<file path="config.mk">
export PLATFORM = sky130hd
export DESIGN_NAME = raioc_top
export DESIGN_NICKNAME = d
export VERILOG_FILES = /design/src/rtl/raioc_pkg.sv /design/src/rtl/raioc_scan_if.sv /design/src/rtl/raioc_scan.sv /design/src/rtl/raioc_top.sv
export SDC_FILE = /design/constraint.sdc
export NUM_CORES = 1
export LEC_CHECK = 0
export ABC_AREA = 0
export ABC_CLOCK_PERIOD_IN_PS = 10900
export BUFFER_PORTS_ARGS = -buffer_cell sky130_fd_sc_hd__buf_2
export CORE_UTILIZATION = 40
export DETAILED_ROUTE_END_ITERATION = 8
export SLEW_MARGIN = 25
export SYNTH_ARGS = -nofsm -noshare
export SYNTH_HDL_FRONTEND = slang
export SYNTH_SLANG_ARGS = --single-unit
export TNS_END_PERCENT = 5
</file>
<file path="constraint.sdc">
create_clock -name clk -period 10.9 [get_ports clk]
set_input_delay 1.09 -clock clk [delete_from_list [all_inputs] [get_ports clk]]
set_output_delay 1.09 -clock clk [all_outputs]
set_load 0.05 [all_outputs]
</file>
<file path="src/rtl/raioc_pkg.sv">
// Constants, types and helpers for the ramp and auxiliary I/O block
package raioc_pkg;
   // Clock and timing
   localparam int CLK_PERIOD_NS = 10;
   localparam int SCAN_PERIOD_NS = 100_000_000;
   localparam int SCAN_CYC = SCAN_PERIOD_NS / CLK_PERIOD_NS;
   localparam int RAMP_TICK_NS = 60_000;
   localparam int RAMP_TICK_CYC = RAMP_TICK_NS / CLK_PERIOD_NS;
   localparam int CNT_W = 24;
   localparam logic [CNT_W-1:0] CNT_ONE = 24'h000001;

   // Widths and counts
   localparam int DATA_W = 32;
   localparam int OUT_W = 18;
   localparam int RATE_W = 14;
   localparam int AOUT_W = 16;
   localparam int ADC_W = 20;
   localparam int ACC_W = 20;
   localparam int DIO_W = 5;
   localparam int NAIN = 7;
   localparam int NAOUT = 2;
   localparam int AOUT_VAL_LSB = 8;

   // Register byte offsets
   localparam logic [7:0] OFS_MODE = 8'h00;
   localparam logic [7:0] OFS_RATE = 8'h04;
   localparam logic [7:0] OFS_TARGET = 8'h08;
   localparam logic [7:0] OFS_STATUS = 8'h0C;
   localparam logic [7:0] OFS_OUTPUT = 8'h10;
   localparam logic [7:0] OFS_AIN = 8'h14;
   localparam logic [7:0] OFS_AOUT_SET = 8'h18;
   localparam logic [7:0] OFS_AOUT_Q = 8'h1C;
   localparam logic [7:0] OFS_DOUT = 8'h20;
   localparam logic [7:0] OFS_DIN = 8'h24;

   // Value limits as signed bus words
   localparam logic signed [31:0] W_ZERO = 32'sh00000000;
   localparam logic signed [31:0] W_OUT_MAX = 32'sh000186A0;
   localparam logic signed [31:0] W_OUT_MIN = 32'shFFFE7960;
   localparam logic signed [31:0] W_RATE_MAX = 32'sh00002710;
   localparam logic signed [31:0] W_AOUT_MAX = 32'sh00002710;
   localparam logic signed [31:0] W_AOUT_MIN = 32'shFFFFD8F0;

   // Ramp arithmetic
   localparam logic [OUT_W-1:0] OUT_ONE = 18'h00001;
   localparam logic [ACC_W-1:0] RATE_SCALE = 20'h0000A;
   localparam logic [ACC_W-1:0] ACC_WRAP = 20'hF4240;

   // Selector ranges
   localparam logic [3:0] SEL_FIRST = 4'h1;
   localparam logic [3:0] AIN_LAST = 4'h7;
   localparam logic [3:0] AOUT_LAST = 4'h2;
   localparam logic [3:0] DIO_HI_MAX = 4'h1;
   localparam logic [2:0] CH_FIRST = 3'h1;
   localparam logic [2:0] CH_LAST = 3'h7;

   // ASCII codes
   localparam logic [7:0] ASC_0 = 8'h30;
   localparam logic [7:0] ASC_1 = 8'h31;
   localparam logic [7:0] ASC_9 = 8'h39;
   localparam logic [7:0] ASC_A = 8'h41;
   localparam logic [7:0] ASC_F = 8'h46;
   localparam logic [7:0] HEX_TEN = 8'h0A;

   // Field-setting modes and bus slave states
   typedef enum logic [1:0] {
      MODE_MANUAL = 2'h0,
      MODE_CURRENT = 2'h1,
      MODE_FIELD = 2'h2
   } raioc_mode_t;
   typedef enum logic [2:0] {
      BUS_IDLE = 3'b001,
      BUS_WAIT = 3'b010,
      BUS_DONE = 3'b100
   } raioc_bus_t;

   // ASCII hex digit to {valid, nibble}
   function automatic logic [4:0] raioc_hex_dec(input logic [7:0] c);
      logic [4:0] r;
      r = 5'h00;
      if (c >= ASC_0 && c <= ASC_9) begin
         r = {1'b1, 4'(c - ASC_0)};
      end else if (c >= ASC_A && c <= ASC_F) begin
         r = {1'b1, 4'(c - ASC_A + HEX_TEN)};
      end
      return r;
   endfunction : raioc_hex_dec

   // Nibble to upper-case ASCII hex digit
   function automatic logic [7:0] raioc_hex_enc(input logic [3:0] n);
      return (n < 4'hA) ? ASC_0 + {4'h0, n} : ASC_A + {4'h0, n} - HEX_TEN;
   endfunction : raioc_hex_enc

   // Signed range test of a bus word
   function automatic logic raioc_in_rng(input logic [31:0] w,
      input logic signed [31:0] lo, input logic signed [31:0] hi);
      return ($signed(w) >= lo) && ($signed(w) <= hi);
   endfunction : raioc_in_rng
endpackage : raioc_pkg

</file>
<file path="src/rtl/raioc_scan_if.sv">
// Result port between the converter scanner and the command block
`timescale 1ns/10ps
interface raioc_scan_if;
   import raioc_pkg::*;
   logic [2:0] sel;
   logic [ADC_W-1:0] data;
   logic upd;
   modport scan (input sel, output data, output upd);
   modport ctrl (output sel, input data, input upd);
endinterface : raioc_scan_if

</file>
<file path="src/rtl/raioc_scan.sv">
// Auxiliary converter scanner holding the seven latest readings
`timescale 1ns/10ps
module raioc_scan #(
   parameter int SCAN_CYCLES = raioc_pkg::SCAN_CYC
) (
   // Clock and reset
   input wire logic clk,
   input wire logic arst_n,
   // Converter pins
   input wire logic [raioc_pkg::ADC_W-1:0] adc_code,
   output logic [2:0] adc_chan,
   // Reading port
   raioc_scan_if.scan rd
);
   import raioc_pkg::*;

   typedef struct packed {
      logic [CNT_W-1:0] cnt;
      logic [2:0] ch;
      logic upd;
      logic [NAIN-1:0][ADC_W-1:0] res;
   } raioc_scan_st_t;

   localparam raioc_scan_st_t SCAN_RST =
      '{cnt: '0, ch: CH_FIRST, upd: 1'b0, res: '0};
   localparam logic [CNT_W-1:0] LAST = CNT_W'(SCAN_CYCLES - 1);

   raioc_scan_st_t s_q;
   raioc_scan_st_t s_d;

   // Converter settles on adc_chan for a whole slot before capture
   always_comb begin
      s_d = s_q;
      s_d.upd = 1'b0;
      if (s_q.cnt == LAST) begin
         s_d.cnt = '0;
         s_d.res[3'(s_q.ch - CH_FIRST)] = adc_code;
         s_d.ch = (s_q.ch == CH_LAST) ? CH_FIRST : s_q.ch + 3'h1;
         s_d.upd = 1'b1;
      end else begin
         s_d.cnt = s_q.cnt + CNT_ONE;
      end
   end

   // State register
   always_ff @(posedge clk or negedge arst_n) begin
      if (!arst_n) begin
         s_q <= SCAN_RST;
      end else begin
         s_q <= s_d;
      end
   end

   // Outputs; selector outside 1..7 reads zero
   assign adc_chan = s_q.ch;
   assign rd.upd = s_q.upd;
   assign rd.data = (rd.sel >= CH_FIRST && rd.sel <= CH_LAST) ?
      s_q.res[3'(rd.sel - CH_FIRST)] : '0;
endmodule : raioc_scan

</file>
<file path="src/rtl/raioc_top.sv">
// Ramp control and auxiliary I/O command registers behind AHB-Lite
//
// Our own choices: the register offsets and register access over AHB-Lite.
`timescale 1ns/10ps
// What this block does
// Status query returns ASCII 1 ramping, 0 idle
// Rate set takes 0 to 100.00 %/min
// No ramp starts while stored rate is zero
// Target set stores value, starts ramp, modes 1-2
// Rate query returns stored rate
// Target query returns destination, not live output
// Set commands give no reply; queries read back
// Input query selects 1 to 7, returns voltage
// One input refreshed each 100 ms, rotating
// Conversion results keep at least 18 bits
// Analog output set: selector 1-2, percent value
// Analog output query returns stored setting
// Digital input query gives two hex digits
// Lines 1-5 map to bits 0-4
// Digital output set drives all five lines
// Line written 1 is released for input
// Digital bitmaps read 00 after reset
// Mode encodes 0 manual, 1 ramp, 2 field
// Manual output write ends ramp, forces value
// Active ramp steps at rate, stops at target
// Out-of-range selectors are ignored
module raioc_top #(
   parameter int SCAN_CYCLES = raioc_pkg::SCAN_CYC,
   parameter int RAMP_CYCLES = raioc_pkg::RAMP_TICK_CYC
) (
   // Clock and reset
   input wire logic clk,
   input wire logic arst_n,
   // AHB-Lite slave
   input wire logic hsel,
   input wire logic [31:0] haddr,
   input wire logic [1:0] htrans,
   input wire logic hwrite,
   input wire logic [2:0] hsize,
   input wire logic [31:0] hwdata,
   input wire logic hready,
   output logic hreadyout,
   output logic [31:0] hrdata,
   output logic hresp,
   // Field output and auxiliary converters
   output logic [raioc_pkg::OUT_W-1:0] field_out,
   output logic [raioc_pkg::NAOUT-1:0][raioc_pkg::AOUT_W-1:0] aux_dac,
   input wire logic [raioc_pkg::ADC_W-1:0] adc_code,
   output logic [2:0] adc_chan,
   // Shared digital lines
   input wire logic [raioc_pkg::DIO_W-1:0] dio_i,
   output logic [raioc_pkg::DIO_W-1:0] dio_o,
   output logic [raioc_pkg::DIO_W-1:0] dio_oe_n
);
   import raioc_pkg::*;

   typedef struct packed {
      raioc_bus_t bus;
      logic [7:0] addr;
      logic wr;
      logic [DATA_W-1:0] rdata;
      raioc_mode_t mode;
      logic [RATE_W-1:0] rate;
      logic [OUT_W-1:0] target;
      logic [OUT_W-1:0] out;
      logic active;
      logic [ACC_W-1:0] acc;
      logic [CNT_W-1:0] tick;
      logic [NAOUT-1:0][AOUT_W-1:0] aout;
      logic [DIO_W-1:0] dout;
      logic [2:0] ain_sel;
      logic aout_idx;
      logic [DIO_W-1:0] din;
   } raioc_st_t;

   localparam raioc_st_t ST_RST = '{bus: BUS_IDLE, mode: MODE_MANUAL,
      ain_sel: CH_FIRST, default: '0};
   localparam logic [CNT_W-1:0] TICK_LAST = CNT_W'(RAMP_CYCLES - 1);

   raioc_st_t s_q;
   raioc_st_t s_d;
   raioc_scan_if scan ();

   logic req;
   logic wr_cyc;
   logic rd_cyc;
   logic [ACC_W-1:0] inc;
   logic [ACC_W:0] sum;
   logic [4:0] d_sel;
   logic [4:0] d_hi;
   logic [4:0] d_lo;
   logic ain_ok;
   logic aout_ok;
   logic [DATA_W-1:0] aval;
   logic [DATA_W-1:0] rmux;

   // Converter scanner
   raioc_scan #(
      .SCAN_CYCLES(SCAN_CYCLES)
   ) u_scan (
      .clk(clk),
      .arst_n(arst_n),
      .adc_code(adc_code),
      .adc_chan(adc_chan),
      .rd(scan.scan)
   );

   // Bus request and data-phase qualifiers
   assign req = hsel && htrans[1] && hready;
   assign wr_cyc = (s_q.bus == BUS_WAIT) && s_q.wr;
   assign rd_cyc = (s_q.bus == BUS_WAIT) && !s_q.wr;
   assign scan.sel = s_q.ain_sel;

   // Read multiplexer; write-only and unmapped words read zero
   always_comb begin
      unique case (s_q.addr)
         OFS_MODE: rmux = DATA_W'(s_q.mode);
         OFS_RATE: rmux = DATA_W'(s_q.rate);
         OFS_TARGET: rmux = DATA_W'($signed(s_q.target));
         OFS_STATUS: rmux = DATA_W'(s_q.active ? ASC_1 : ASC_0);
         OFS_OUTPUT: rmux = DATA_W'($signed(s_q.out));
         OFS_AIN: rmux = DATA_W'($signed(scan.data));
         OFS_AOUT_Q: rmux = DATA_W'($signed(s_q.aout[s_q.aout_idx]));
         OFS_DOUT: rmux = {16'h0000, raioc_hex_enc({3'h0, s_q.dout[4]}),
            raioc_hex_enc(s_q.dout[3:0])};
         OFS_DIN: rmux = {16'h0000, raioc_hex_enc({3'h0, s_q.din[4]}),
            raioc_hex_enc(s_q.din[3:0])};
         default: rmux = '0;
      endcase
   end

   // Next state: ramp engine first, so a bus write in the same cycle wins
   always_comb begin
      s_d = s_q;
      s_d.din = dio_i;
      inc = ACC_W'(s_q.rate) * RATE_SCALE;
      sum = {1'b0, s_q.acc} + {1'b0, inc};
      d_sel = raioc_hex_dec(hwdata[7:0]);
      d_hi = raioc_hex_dec(hwdata[15:8]);
      d_lo = d_sel;
      ain_ok = d_sel[4] && d_sel[3:0] >= SEL_FIRST && d_sel[3:0] <= AIN_LAST;
      aout_ok = d_sel[4] && d_sel[3:0] >= SEL_FIRST &&
         d_sel[3:0] <= AOUT_LAST;
      aval = {{AOUT_VAL_LSB{hwdata[DATA_W-1]}},
         hwdata[DATA_W-1:AOUT_VAL_LSB]};

      // Ramp tick divider: rate in 0.01 %/min gives 10*rate units of
      // 1e-6 per tick, one output step of 0.001 % per wrap
      if (s_q.tick == TICK_LAST) begin
         s_d.tick = '0;
      end else begin
         s_d.tick = s_q.tick + CNT_ONE;
      end
      if (s_q.active) begin
         if (s_q.out == s_q.target) begin
            s_d.active = 1'b0;
         end else if (s_q.tick == TICK_LAST) begin
            if (sum >= {1'b0, ACC_WRAP}) begin
               s_d.acc = ACC_W'(sum - {1'b0, ACC_WRAP});
               if ($signed(s_q.target) > $signed(s_q.out)) begin
                  s_d.out = s_q.out + OUT_ONE;
               end else begin
                  s_d.out = s_q.out - OUT_ONE;
               end
            end else begin
               s_d.acc = sum[ACC_W-1:0];
            end
         end
      end

      // Bus slave: one wait state, then the answer stands one cycle
      unique case (s_q.bus)
         BUS_IDLE, BUS_DONE: begin
            if (req) begin
               s_d.bus = BUS_WAIT;
               s_d.addr = haddr[7:0];
               s_d.wr = hwrite;
            end else begin
               s_d.bus = BUS_IDLE;
            end
         end
         BUS_WAIT: begin
            s_d.bus = BUS_DONE;
            if (!s_q.wr) begin
               s_d.rdata = rmux;
            end
         end
         default: begin
            s_d.bus = BUS_IDLE;
         end
      endcase

      // Register writes; out-of-range values leave settings unchanged
      if (wr_cyc) begin
         unique case (s_q.addr)
            OFS_MODE: begin
               if (raioc_in_rng(hwdata, W_ZERO, DATA_W'(MODE_FIELD))) begin
                  s_d.mode = raioc_mode_t'(hwdata[1:0]);
               end
            end
            OFS_RATE: begin
               if (raioc_in_rng(hwdata, W_ZERO, W_RATE_MAX)) begin
                  s_d.rate = hwdata[RATE_W-1:0];
               end
            end
            OFS_TARGET: begin
               if (raioc_in_rng(hwdata, W_OUT_MIN, W_OUT_MAX)) begin
                  s_d.target = hwdata[OUT_W-1:0];
                  s_d.acc = '0;
                  // Zero rate or manual mode leaves the output at rest
                  s_d.active = (s_q.rate != '0) &&
                     (s_q.mode != MODE_MANUAL) &&
                     (hwdata[OUT_W-1:0] != s_q.out);
               end
            end
            OFS_OUTPUT: begin
               if (raioc_in_rng(hwdata, W_OUT_MIN, W_OUT_MAX)) begin
                  s_d.out = hwdata[OUT_W-1:0];
                  s_d.active = 1'b0;
                  s_d.acc = '0;
               end
            end
            OFS_AIN: begin
               if (ain_ok) begin
                  s_d.ain_sel = d_sel[2:0];
               end
            end
            OFS_AOUT_SET: begin
               if (aout_ok && raioc_in_rng(aval, W_AOUT_MIN, W_AOUT_MAX)) begin
                  s_d.aout[1'(d_sel[3:0] - SEL_FIRST)] =
                     hwdata[AOUT_VAL_LSB +: AOUT_W];
               end
            end
            OFS_AOUT_Q: begin
               if (aout_ok) begin
                  s_d.aout_idx = 1'(d_sel[3:0] - SEL_FIRST);
               end
            end
            OFS_DOUT: begin
               if (d_hi[4] && d_lo[4] && d_hi[3:0] <= DIO_HI_MAX) begin
                  s_d.dout = {d_hi[0], d_lo[3:0]};
               end
            end
            default: begin
               s_d.bus = BUS_DONE;
            end
         endcase
      end
   end

   // State register; lines come up driven low, bitmap 00
   always_ff @(posedge clk or negedge arst_n) begin
      if (!arst_n) begin
         s_q <= ST_RST;
      end else begin
         s_q <= s_d;
      end
   end

   // Bus outputs; every answer is OKAY
   assign hreadyout = (s_q.bus != BUS_WAIT);
   assign hrdata = s_q.rdata;
   assign hresp = 1'b0;
   assign field_out = s_q.out;

   // Analog output drivers
   for (genvar g = 0; g < NAOUT; g++) begin : g_dac
      assign aux_dac[g] = s_q.aout[g];
   end

   // Open-drain lines: a 1 releases the pin so it can be read back
   for (genvar g = 0; g < DIO_W; g++) begin : g_dio
      assign dio_o[g] = 1'b0;
      assign dio_oe_n[g] = s_q.dout[g];
   end
endmodule : raioc_top

</file>
==> flow_summary.ini <==
[critical_path]
crit_slowest_cell = a21oi_4
worstSetupStartpointType = flip-flop
worstPathMaxFanout = 17
critical_path_depth = 26
crit_start = s_q[128]
crit_type = reg -> reg
rrSetupSlack_ns = 4.39
required_ns = 11.34
r2r_end = field_out[2]
path_buf_inv = 1
crit_end = field_out[2]
max_stage_delay_ns = 0.70
cp-end-kind = flip-flop
r2r_cells = 26
crit_family = compound AO/OA/AOI/OAI gates
r2r_start = s_q[128]
cp.arrival_ns = 6.95

[power]
seq_power_share_pct = 46.0
internal-power_mw = 2.17
p_leak_nw = 10.2
power_frac_comb_pct = 5.8
switchingPower_mw = 0.701
finalPower_mw = 2.87
power_density_nw_per_um2 = 128
clock_power_share_pct = 48.2
ir_drop_mv = 0.0934
swShare_pct = 24.4

[synth]
ys_ff_latch = 341
synthArstFlopShare_pct = 100
syn_inst = 1933
synth_cell_types = 88
synth_edf_count = 0
synth-warning-count = 0
syn_avg_cell_area_um2 = 10.5
seq_area_frac_synth_pct = 42.2
syn_area_um2 = 20200
synth-main-ff-cell = dfrtp_1

[placement]
portBuffers = 161
dp_cells = 2610
dp_hpwl_um = 37700
routabilityCongestion = 0.883
preCtsSetupSlack_ns = 4.45
placed_area_um2 = 21100

[global_routing]
grt_max_degree = 180
grt_pass1_wl_um = 84100
first_global_vias = 14900
antenna_found_initial = 5
grt_usage_pct = 21.1
grt.overflow.total = 0

[hold_path]
hold_class = reg -> reg

[die]
fp-row-count = 82
ios = 196
fp.dieH_um = 227
initial_core_util_pct = 40.5
dieArea_um2 = 51500
core_um2 = 50000
die_x_um = 227

[route]
vias = 14900
ant_nets = 0
drc = 0
drt_iter0_drc = 958
drt_first_pass_iters = 5
routed_wirelength_um = 53700
viasPerCell = 5.55
post_drt_wl_per_cell_um = 20.0

[clock_tree]
cts_tree = yes
cts_hold_buf = 0
cts_root_buf = clkbuf_16
cts.sinks = 341
cts_resized = 0
clock_path_buffers = 3
cts_post_setup_buffers_inserted = 0
cts_inserted_buffers = 41
cts-htree-levels = 2
clock_latency_ns = 0.59
clkTransAtPathRegs_ns = 0.06

[finish]
synthToLayoutAreaGrowth_pct = 11.1
antenna_cells = 0
drive_above_1_share_pct = 26.3
layout.nets = 2181
finalInstanceArea_um2 = 22500
fin_util_pct = 45.0
finalNonFillerCells = 2684

[timing]
fin_tns_setup_ns = 0
worst_hold_slack_ns = 0.460
finalCritPeriodShare_pct = 59.7
fmax_mhz = 154
setup_viol = 0
min_period_ns = 6.51
slew_headroom_pct = 36.5
setup_ws_ns = 4.39
rsz0062_at_grt = no
report.final.slew_viol_count = 0
tightest_slew_ns = 0.953
fin_skew_ns = 0.0306
hold_viol = 0

[flow_run]
drv_cap = 0

[status]
status = finished clean
==> per-layer routing <==
metal | vias to the layer above | global-route usage, % | routed length, um
met5 | - | 0 | 74
met4 | 10 | 7.56 | 1710
met3 | 101 | 3.25 | 2420
met2 | 343 | 34.7 | 25600
met1 | 7451 | 28.2 | 23900
li1 | 6984 | - | -
==> registers in the layout, indices dropped and copies added (netlist names) <==
register         flops
s_q                 96
scan.sel             3
dio_oe_n             5
hrdata              20
field_out           18
u_scan.adc_chan      3
u_scan.s_q         164
aux_dac             32
==> cells in the final DEF (no fill, tap or decap), types with 20 or more instances in the layout <==
cell | Yosys | final
a21oi_1 | 107 | 107
a22o_1 | 22 | 22
buf_2 | 5 | 160
buf_4 | 96 | 26
clkbuf_16 | 0 | 41
dfrtp_1 | 338 | 338
ha_1 | 97 | 96
inv_1 | 66 | 66
mux2_2 | 218 | 218
mux2i_1 | 33 | 33
mux4_2 | 20 | 20
nand2_1 | 141 | 139
nand3_1 | 44 | 44
nand4_1 | 28 | 28
nor2_1 | 140 | 138
nor3_1 | 27 | 25
nor4_1 | 22 | 22
o21ai_0 | 69 | 69
xnor2_1 | 71 | 70
xor2_1 | 46 | 45
==> power by group through the flow <==
stage / sequential (mW) / clock, mW / combinational, mW
2_1_floorplan: 1.33 / 0 / 0.0930
3_3_place_gp: 1.34 / 0 / 0.162
3_5_place_dp: 1.34 / 0 / 0.167
4_1_cts: 1.32 / 1.42 / 0.167
5_1_grt: 1.32 / 1.47 / 0.184
6_report: 1.32 / 1.38 / 0.166
==> cell type report <==
| type | count | area [um2] |
|---|---|---|
| Inverter | 66 | 248 |
| Fill cell | 4734 | 27500 |
| Clock inverter | 12 | 165 |
| Multi-Input combinational cell | 1343 | 10400 |
| Timing Repair Buffer | 189 | 1060 |
| Sequential cell | 341 | 8540 |
| Clock buffer | 61 | 1190 |
| Tap cell | 672 | 841 |
==> worst register-to-register path: cells and delay by family, from the launching register on <==
kind	cells	cell delay (ns)
compound gates	11	3.16
fa+ha+maj	4	1.20
simple gates	6	0.72
flops	1	0.48
mux	2	0.40
xor+xnor	2	0.39
buf+inv	1	0.05
==> kinds of logic (layout without fill, tap and decap cells) <==
logic type      count (synthesis)  in the layout  synth area share, %
compound gates                359            359                 12.2
xor+xnor                      120            120                 5.31
fa+ha+maj                     100            100                 6.30
buf+inv                       254            328                 6.63
flops                         341            341                 42.2
mux                           271            271                 16.0
other cells                     1              6               0.0185
simple gates                  487            487                 11.4
==> synth_stat cells (all sizes together) (5+ instances only) <==
cell	count	area share [%]
dfrtp	338	42
mux2	218	12
nand2	141	2.6
nor2	140	2.6
a21oi	110	2.8
buf	106	3.9
ha	97	6.0
clkbuf	82	1.5
o21ai	72	1.8
xnor2	72	3.2
inv	66	1.2
xor2	48	2.2
nand3	44	1.1
mux2i	33	1.6
nand4	28	0.87
nor3	27	0.67
nor4	23	0.74
a22o	22	0.95
a21o	20	0.75
mux4	20	2.2
a311oi	19	0.82
or3	19	0.59
a221oi	18	0.78
a211oi	16	0.67
and3	12	0.37
nor2b	12	0.37
a31oi	11	0.34
or2	10	0.31
and2	9	0.28
o211ai	9	0.36
o2111ai	7	0.30
a22oi	6	0.22
o21bai	6	0.22
or4	6	0.22
a21boi	5	0.19
==> how the worst min path moves through the flow <==
stage                       start      end  depth (start not counted)
after detailed placement  s_q[46]  s_q[46]                          1
after floorplan           s_q[46]  s_q[46]                          1
after global placement    s_q[46]  s_q[46]                          1
final                     s_q[46]  s_q[46]                          1
after CTS                 s_q[46]  s_q[46]                          1
after global routing      s_q[46]  s_q[46]                          1
Power figures use the tool's default switching activity.
